===== src/hw/thsie_consts.vh =====
// Overview of operation
// RL1: Equivalent variant: both inputs high within 0.5 s.
// RL2: Both channels must be off before actuation; in equivalent mode the reset value of sync_q counts as both off.
// RL3: Equivalent discrepancy time fixed at 500 ms.
// RL4: Complementary pairs: on is high/low, off low/high.
// RL5: Sync fixed 500 ms; pair discrepancy 0-500 ms.
// RL6: Magnetic switch discrepancy default is 1.5 s.
// RL7: Selector: 2-8 modes untested, 2-4 tested.
// RL8: Odd test pulses feed odd inputs only.
// RL9: Test period shorter than sensor switch-off.
// RL10: On timeout, output off and error until released.
`ifndef THSIE_CONSTS_VH
`define THSIE_CONSTS_VH
`define THSIE_CLK_MHZ 125
`define THSIE_SYNC_MS 500
`define THSIE_SYNC_CYC (`THSIE_SYNC_MS * 1000 * `THSIE_CLK_MHZ)
`define THSIE_MAG_DISC_MS 1500
`define THSIE_MAG_DISC_CYC (`THSIE_MAG_DISC_MS * 1000 * `THSIE_CLK_MHZ)
`define THSIE_CYC_PER_MS (1000 * `THSIE_CLK_MHZ)
`define THSIE_CNT_W 28
`define THSIE_DISC_MAX_MS 9'h1f4
`define THSIE_ST_IDLE 2'h0
`define THSIE_ST_WAIT 2'h1
`define THSIE_ST_ON 2'h2
`define THSIE_ST_ERR 2'h3
`define THSIE_MODES_MIN 4'h2
`define THSIE_MODES_MAX_UNTESTED 4'h8
`define THSIE_MODES_MAX_TESTED 4'h4
`endif


===== src/hw/thsie_two_hand_eval.v =====
`timescale 1ns/1ps
`default_nettype none
`include "thsie_consts.vh"
module thsie_two_hand_eval #(
  parameter [27:0] SYNC_CYC = `THSIE_SYNC_CYC,
  parameter [27:0] MAG_DISC_CYC = `THSIE_MAG_DISC_CYC,
  parameter [27:0] CYC_PER_MS = `THSIE_CYC_PER_MS
) (
  input wire mclk,
  input wire sys_rst,
  input wire complementaryMode,
  input wire magneticMode,
  input wire [8:0] pairDiscMs,
  input wire safe_input_one,
  input wire safe_input_two,
  input wire safeInputThree,
  input wire safeInputFour,
  input wire selectorTested,
  input wire [3:0] selectorModes,
  output reg twoHandValid_q,
  output reg evalError_q,
  output reg selectorCfgOk_q
);
  // ==========================================
  // Input synchronisers.
  reg [3:0] meta_q;
  reg [3:0] sync_q;
  always @(posedge mclk) begin
    if (sys_rst) begin
      meta_q <= 4'h0;
      sync_q <= 4'h0;
    end else begin
      meta_q <= {safeInputFour, safeInputThree, safe_input_two, safe_input_one};
      sync_q <= meta_q;
    end
  end

  // ==========================================
  // State codes.
  localparam [1:0] ST_IDLE = `THSIE_ST_IDLE;
  localparam [1:0] ST_WAIT = `THSIE_ST_WAIT;
  localparam [1:0] ST_ON = `THSIE_ST_ON;
  localparam [1:0] ST_ERR = `THSIE_ST_ERR;

  // ==========================================
  // Contact decode functions.
  function handOnDec;
    input comp;
    input noContact;
    input ncContact;
    begin
      handOnDec = comp ? (noContact & ~ncContact) : noContact;
    end
  endfunction

  function handOffDec;
    input comp;
    input noContact;
    input ncContact;
    begin
      handOffDec = comp ? (~noContact & ncContact) : ~noContact;
    end
  endfunction

  // ==========================================
  // Channel decode.
  wire handBNo = complementaryMode ? sync_q[2] : sync_q[1];
  wire handAOn = handOnDec(complementaryMode, sync_q[0], sync_q[1]); // RL4
  wire handBOn = handOnDec(complementaryMode, handBNo, sync_q[3]); // RL4
  wire handAOff = handOffDec(complementaryMode, sync_q[0], sync_q[1]); // RL4
  wire handBOff = handOffDec(complementaryMode, handBNo, sync_q[3]); // RL4
  wire pairAMix = complementaryMode & ~handAOn & ~handAOff;
  wire pairBMix = complementaryMode & ~handBOn & ~handBOff;
  wire [8:0] discMs = (pairDiscMs > `THSIE_DISC_MAX_MS) ? `THSIE_DISC_MAX_MS : pairDiscMs; // RL5
  wire [36:0] pairDiscProd = discMs * CYC_PER_MS; // RL5
  wire [27:0] pairDiscCyc = pairDiscProd[27:0]; // RL5
  wire magEquiv = magneticMode & ~complementaryMode;
  wire [27:0] syncLimit = magEquiv ? MAG_DISC_CYC : SYNC_CYC; // RL3 RL6

  // ==========================================
  // Per-pair discrepancy timers.
  reg [27:0] discCnt_q [0:1];
  wire [1:0] pairMix = {pairBMix, pairAMix};
  wire [1:0] discTimeout;
  genvar g;
  generate
    for (g = 0; g < 2; g = g + 1) begin : gDisc
      always @(posedge mclk) begin
        if (sys_rst || !pairMix[g]) begin
          discCnt_q[g] <= 28'h0;
        end else if (discCnt_q[g] <= pairDiscCyc) begin
          discCnt_q[g] <= discCnt_q[g] + 28'h1;
        end
      end
      assign discTimeout[g] = pairMix[g] && (discCnt_q[g] >= pairDiscCyc); // RL5
    end
  endgenerate

  // ==========================================
  // Two-hand evaluation state machine.
  reg [1:0] state_q;
  reg [1:0] state_d;
  reg [27:0] syncCnt_q;
  reg [27:0] syncCnt_d;
  reg twoHandValid_d;
  reg evalError_d;
  wire bothOff = handAOff & handBOff;
  wire bothOn = handAOn & handBOn;
  wire syncExpired = (syncCnt_q >= syncLimit - 28'h1); // RL1 RL5

  always @* begin
    state_d = state_q;
    syncCnt_d = syncCnt_q;
    twoHandValid_d = twoHandValid_q;
    evalError_d = evalError_q;
    case (state_q)
      ST_IDLE: begin
        twoHandValid_d = 1'b0;
        syncCnt_d = 28'h0;
        if (|discTimeout) begin
          state_d = ST_ERR; // RL10
          evalError_d = 1'b1;
        end else if (bothOn) begin
          state_d = ST_ON; // RL1
          twoHandValid_d = 1'b1;
        end else if (!bothOff) begin
          state_d = ST_WAIT;
        end
      end
      ST_WAIT: begin
        syncCnt_d = syncCnt_q + 28'h1;
        if (|discTimeout || syncExpired) begin
          state_d = ST_ERR; // RL10
          evalError_d = 1'b1;
        end else if (bothOn) begin
          state_d = ST_ON; // RL1
          twoHandValid_d = 1'b1;
        end else if (bothOff) begin
          state_d = ST_IDLE;
        end
      end
      ST_ON: begin
        if (!bothOn) begin
          state_d = ST_ERR; // RL2
          twoHandValid_d = 1'b0;
        end
      end
      ST_ERR: begin
        twoHandValid_d = 1'b0;
        if (bothOff) begin
          state_d = ST_IDLE; // RL2 RL10
          evalError_d = 1'b0;
        end
      end
      default: begin
        state_d = ST_ERR;
        twoHandValid_d = 1'b0;
      end
    endcase
  end

  // ==========================================
  // State registers.
  always @(posedge mclk) begin
    if (sys_rst) begin
      state_q <= ST_ERR;
      syncCnt_q <= 28'h0;
      twoHandValid_q <= 1'b0;
      evalError_q <= 1'b0;
    end else begin
      state_q <= state_d;
      syncCnt_q <= syncCnt_d;
      twoHandValid_q <= twoHandValid_d;
      evalError_q <= evalError_d;
    end
  end

  // ==========================================
  // Selector mode count check.
  wire [3:0] selectorMax = selectorTested ? `THSIE_MODES_MAX_TESTED : `THSIE_MODES_MAX_UNTESTED; // RL7
  wire selectorCfgOk_d = (selectorModes >= `THSIE_MODES_MIN) && (selectorModes <= selectorMax); // RL7
  always @(posedge mclk) begin
    if (sys_rst) begin
      selectorCfgOk_q <= 1'b0;
    end else begin
      selectorCfgOk_q <= selectorCfgOk_d; // RL7
    end
  end
endmodule // thsie_two_hand_eval
`default_nettype wire


===== config.mk =====
export PLATFORM = sky130hd
export DESIGN_NAME = thsie_two_hand_eval
export DESIGN_NICKNAME = d
export VERILOG_FILES = /design/src/hw/thsie_two_hand_eval.v
export VERILOG_INCLUDE_DIRS = /design/src /design/src/hw
export SDC_FILE = /design/constraint.sdc
export NUM_CORES = 1
export LEC_CHECK = 0
export ABC_CLOCK_PERIOD_IN_PS = 7450
export BUFFER_PORTS_ARGS = -buffer_cell sky130_fd_sc_hd__buf_2
export CORE_UTILIZATION = 56
export DETAILED_ROUTE_END_ITERATION = 12
export MAX_ROUTING_LAYER = met4
export PLACE_DENSITY_LB_ADDON = 0.1
export SLEW_MARGIN = 20
export SYNTH_ARGS = -nofsm -noshare
export SYNTH_HDL_FRONTEND = slang
export SYNTH_SLANG_ARGS = --single-unit

===== constraint.sdc =====
create_clock -name mclk -period 7.45 [get_ports mclk]
set_input_delay 0.3725 -clock mclk [delete_from_list [all_inputs] [get_ports mclk]]
set_output_delay 0.3725 -clock mclk [all_outputs]
set_load 0.1 [all_outputs]

**Yosys cells after proc, flatten, opt, wreduce, memory -nomap -nowiden**

Memory sizes are Yosys's and may differ from the RTL's.
Index checks and enable logic that the tools add are counted.
W data, S select, Z words.

- Bits in registers: 41
- Bits in writable memories: 56
- Input bits: 22
- Memories kept: 1

Memories:

| memory | words | bits a word | rd ports | clocked after Yosys merged registers in | write ports | line | text |
|---|---|---|---|---|---|---|---|
| discCnt_q | 2 | 28 | 2 | 0 | 2 | thsie_two_hand_eval.v:82 | `reg [27:0] discCnt_q [0:1];` |

- Add/subtract/negate cells: 4
- $mul: 1
- Magnitude comparators: 8
- Eq/ne operators: 10
- Mux-type cells: 39
- Bitwise logic cells: 22
- Reduce and logical (&&, ||, !) cells: 15

Operator list:

| cell | count |
|---|---|
| $add A28 B1 Y28 const B | 3 |
| $mux W28 | 3 |
| $ge A28 B26 Y1 | 2 |
| $le A28 B26 Y1 | 2 |
| $pmux W28 S2 | 1 |
| $ge A28 B28 Y1 | 1 |
| $sub A28 B1 Y28 const B | 1 |
| $mul A9 B14 Y23 const B | 1 |
| $mux W1 | 23 |
| $mux W2 | 7 |
| $ne A2 B2 Y1 const B | 6 |
| $and A1 B1 Y1 | 11 |
| $gt A9 B9 Y1 const B | 1 |
| $mux W9 | 1 |
| $not A1 Y1 | 9 |
| $pmux W2 S4 | 1 |
| $eq A2 B2 Y1 const B | 2 |
| $ge A4 B2 Y1 const B | 1 |
| $le A4 B4 Y1 | 1 |
| $mux W4 | 1 |
| $ne A4 B4 Y1 const B | 1 |
| $pmux W1 S4 | 1 |
| $reduce_and A4 Y1 | 1 |
| $logic_and A1 B1 Y1 | 3 |
| other kinds (11) | 15 |

**Depth between registers and ports, before layout**

- Depth in word-level cells: 11
- Gate-level depth with buffers: 27
- Depth with buffers taken out: 26

**Worst setup path after synthesis**

Ideal clock, no wire load.

- Kind: input to register
- Start: input port pairDiscMs[7]
- End: memory discCnt_q[0][0], enable pin
- Arrival time: 6.387 ns
- Slack: 0.674 ns
- Stages on the path: 24
- Buffers on the path: 0
- Path through: ha_1 nand4_1 o21ai_0 inv_1 fa_1 fa_1 ha_1 inv_1 fa_1 inv_1 ha_1 a21o_1 a21oi_1 nand2_1 a21o_1 a211o_1 a21oi_1 xnor2_1 ha_1 nand4_1 nor4b_1 nand3_1 o22ai_1 nand2b_1

RTL lines:

| what | line | text |
|---|---|---|
| start: declaration | thsie_two_hand_eval.v:13 | `input wire [8:0] pairDiscMs,` |
| end: declaration | thsie_two_hand_eval.v:82 |  |

==> results by group <==
Status
  – Result of the run: finished, final reports clean

Worst setup path
  – Worst EP required: 7510 ps
  – Most common cell on crit path: sky130_fd_sc_hd__ha_1
  – Critical setup path kind: primary input to flip-flop
  – Slowest stage delay, CP: 530 ps
  – Maximum fanout encountered on the critical timing path: 9
  – RR Endpoint: discCnt_q[1][23]
  – Nature of the critical path startpoint: primary input
  – Arrival time worst endpoint: 6870 ps
  – Reg-to-Reg Start: discCnt_q[1][9]
  – Dominant delay contributor by cell family on the critical path: adder cells
  – Worst path bufs/invs: 5
  – Max stage delay cell, worst path: sky130_fd_sc_hd__fa_1
  – Depth of the most critical reg-to-reg path: 8
  – Register-to-register path setup slack: 4620 ps
  – Nature of the critical path endpoint: flip-flop
  – Crit. path cell count: 25

CTS
  – Clk Tree Root Cell: sky130_fd_sc_hd__clkbuf_16
  – Post-CTS setup buffer count: 0
  – Number of buffers between clock root and the deepest sink: 2
  – Inserted Clock Buffers: 9
  – Clock latency on the worst-skew pair: 350 ps
  – TritonCTS clock tree: yes
  – Hold Buf Count CTS: 0
  – CTS H-tree lvls: 3
  – Clock transition time at the flip-flop clock pins of the worst setup and hold paths: 60 ps
  – Number of sinks handled by clock tree synthesis: 97
  – Number of instances resized during post-cts repair: 0

Drt
  – Vias per Instance: 5.73
  – Number of detailed-routing iterations run before antenna repair: 5
  – Initial DRC Count: 438
  – Number of remaining DRC errors: 0
  – Final antenna-violating net count: 0
  – Total wirelength of the detailed-routed design: 16400 µm
  – Avg WL per Cell: 15.5 µm
  – Routed via count: 6058

Power and ir drop
  – Power consumption: 2.11 mW
  – Power density over cell area: 248 mW/mm²
  – Leakage: 3.75 nW
  – Worst voltage drop across the vdd grid: 158 µV

Timing
  – Highest attainable clock frequency: 0.147 GHz
  – Portion of the clock cycle consumed by the worst path in the final layout: 91.5%
  – Total count of max-transition violations in the final report: 0
  – Worst Slack Setup Final: 635 ps
  – Shortest period the worst path allows: 6820 ps
  – Final Hold Viols: 0
  – Actual transition at the worst max-transition pin: 651 ps
  – Worst clock skew: 9.38 ps
  – TNS Setup: 0 ps
  – Worst slew slack as a fraction of its limit: 56.4%
  – Final setup viols: 0
  – RSZ-0062 raised after global routing: no

Die
  – Ports: 25
  – Standard-cell row count: 42
  – Area of the die: 0.0145 mm²
  – Overall die width: 120 µm
  – Vert. Die Dim: 120 µm
  – Initial Util: 58.4%
  – Core area: 0.0135 mm²

Synth
  – Unique masters post-synth: 60
  – Yosys reg bits: 97
  – Top FF cell, synth: sky130_fd_sc_hd__edfxtp_1
  – Gate Count Post-Synth: 845
  – Synth async-reset ratio: 0%
  – Count of yosys warnings during synthesis: 0
  – Syn Std Cell Area: 0.00786 mm²
  – Mean cell area of the mapped netlist: 9.30 µm²
  – Sequential area share after synthesis: 31.8%
  – Count of flip-flops with a built-in enable after synthesis: 56

Global routing
  – Global-route usage over all layers: 24.6%
  – Antenna violations before repair: 0
  – Vias in the first global route: 5825
  – First-pass GRT wire length: 27300 µm
  – Maximum number of pins on one net before global-route repair: 29
  – GRT overflow: 0

Cells and area
  – Most common library cell in the layout ignoring fill and taps: sky130_fd_sc_hd__ha_1
  – Number of nets in the layout: 1042
  – Most used cells in the layout excluding fill and tap cells: sky130_fd_sc_hd__ha_1 (122), sky130_fd_sc_hd__nor2_1 (107), sky130_fd_sc_hd__inv_1 (73)
  – N_diodes: 0
  – Fraction of final layout cells sized beyond drive strength 1: 7.14%
  – Synthesis-to-finish area growth: 8.39%
  – Design Area, Final: 0.00852 mm²

Placed design
  – Standard cell area after detailed placement: 0.00821 mm²
  – Post-Place Worst Slack: 300 ps
  – Port-buffer cells: 24
  – Final estimated routing congestion in global placement: 0.915
  – Total half-perimeter wirelength after legalization and detailed placement: 13000 µm

Worst hold path
  – Endpoint, Worst Hold: meta_q[2]
  – Source of the worst hold timing path: safeInputThree
  – Hold Path Stages: 2
  – Type of the tightest min-delay check: primary input to flip-flop

Run
  – Number of maximum-capacitance constraint violations: 0
==> worst max path at each step <==
stage,from,to,slack [ps]
6_report,pairDiscMs[8],discCnt_q[1][23],630
5_1_grt,pairDiscMs[8],discCnt_q[0][7],150
4_1_cts,pairDiscMs[8],discCnt_q[1][23],660
3_5_place_dp,pairDiscMs[8],discCnt_q[1][4],300
3_3_place_gp,pairDiscMs[8],discCnt_q[1][9],530
2_1_floorplan,pairDiscMs[7],discCnt_q[0][0],670
==> final cells by class <==
type / instances / area, µm²
repair buffers: 33 / 188
flip-flops and latches: 97 / 2500
inverters: 73 / 274
clock buffers: 11 / 243
clock inverters: 5 / 63.8
well taps: 176 / 220
fillers: 1175 / 4940
multi-input cells: 663 / 5030
==> where the power goes <==
group	switching, mW	internal (mW)	leakage (nW)
sequential	0.0502	0.608	0.985
combinational	0.585	0.389	2.61
clock	0.205	0.273	0.152
==> cells in the mapped netlist, drive strengths merged (21+ instances only) <==
library cell  number  area [µm²]
o21ai             27         135
edfxtp            56        1680
nand2             56         210
fa                21         420
a21oi             38         190
xor2              60         526
nand4             22         144
nand3             39         195
ha               122        1530
nor2             111         432
dfxtp             41         821
xnor2             30         263
inv               73         274
==> worst reg2reg max path: stages, from the launching register on <==
cell	delay, ps
sky130_fd_sc_hd__edfxtp_1	470
sky130_fd_sc_hd__ha_1	350
sky130_fd_sc_hd__a211oi_1	240
sky130_fd_sc_hd__nor2_1	80
sky130_fd_sc_hd__o31ai_1	320
sky130_fd_sc_hd__a21oi_1	120
sky130_fd_sc_hd__o22ai_1	280
sky130_fd_sc_hd__nand2b_1	420
sky130_fd_sc_hd__buf_4	260
==> cell families after synthesis <==
logic type,share of synthesized area (%)
mux,0.255
flops,31.8
other cells,0.0477
compound gates,8.76
simple gates,20.0
fa+ha+maj,24.8
xor+xnor,10.0
buf+inv,4.24
==> state kept, by name (all words and copies together) (netlist names) <==
signal and count:
state_q 2, selectorCfgOk_q 1, meta_q 4, sync_q 4
twoHandValid_q 1, syncCnt_q 28, discCnt_q 56, evalError_q 1
==> metal layers <==
metal	vias up	share of wire, %	global-route usage (%)
met5	-	0	-
met3	20	4.1	4.62
met4	0	1.6	6.79
met1	2899	48	32.3
met2	117	46	39.0
li1	3022	-	-
==> per-stage QoR <==
step                hold slack (ps)  utilization, %  instances
detailed placement              432            61.0       1042
finish                          226            63.3       1058
global route                    230            63.3       1058
CTS                             211            63.3       1058
global placement                422            61.0       1042
floorplan                       414               -        846
(Power assumes the default switching activity.)
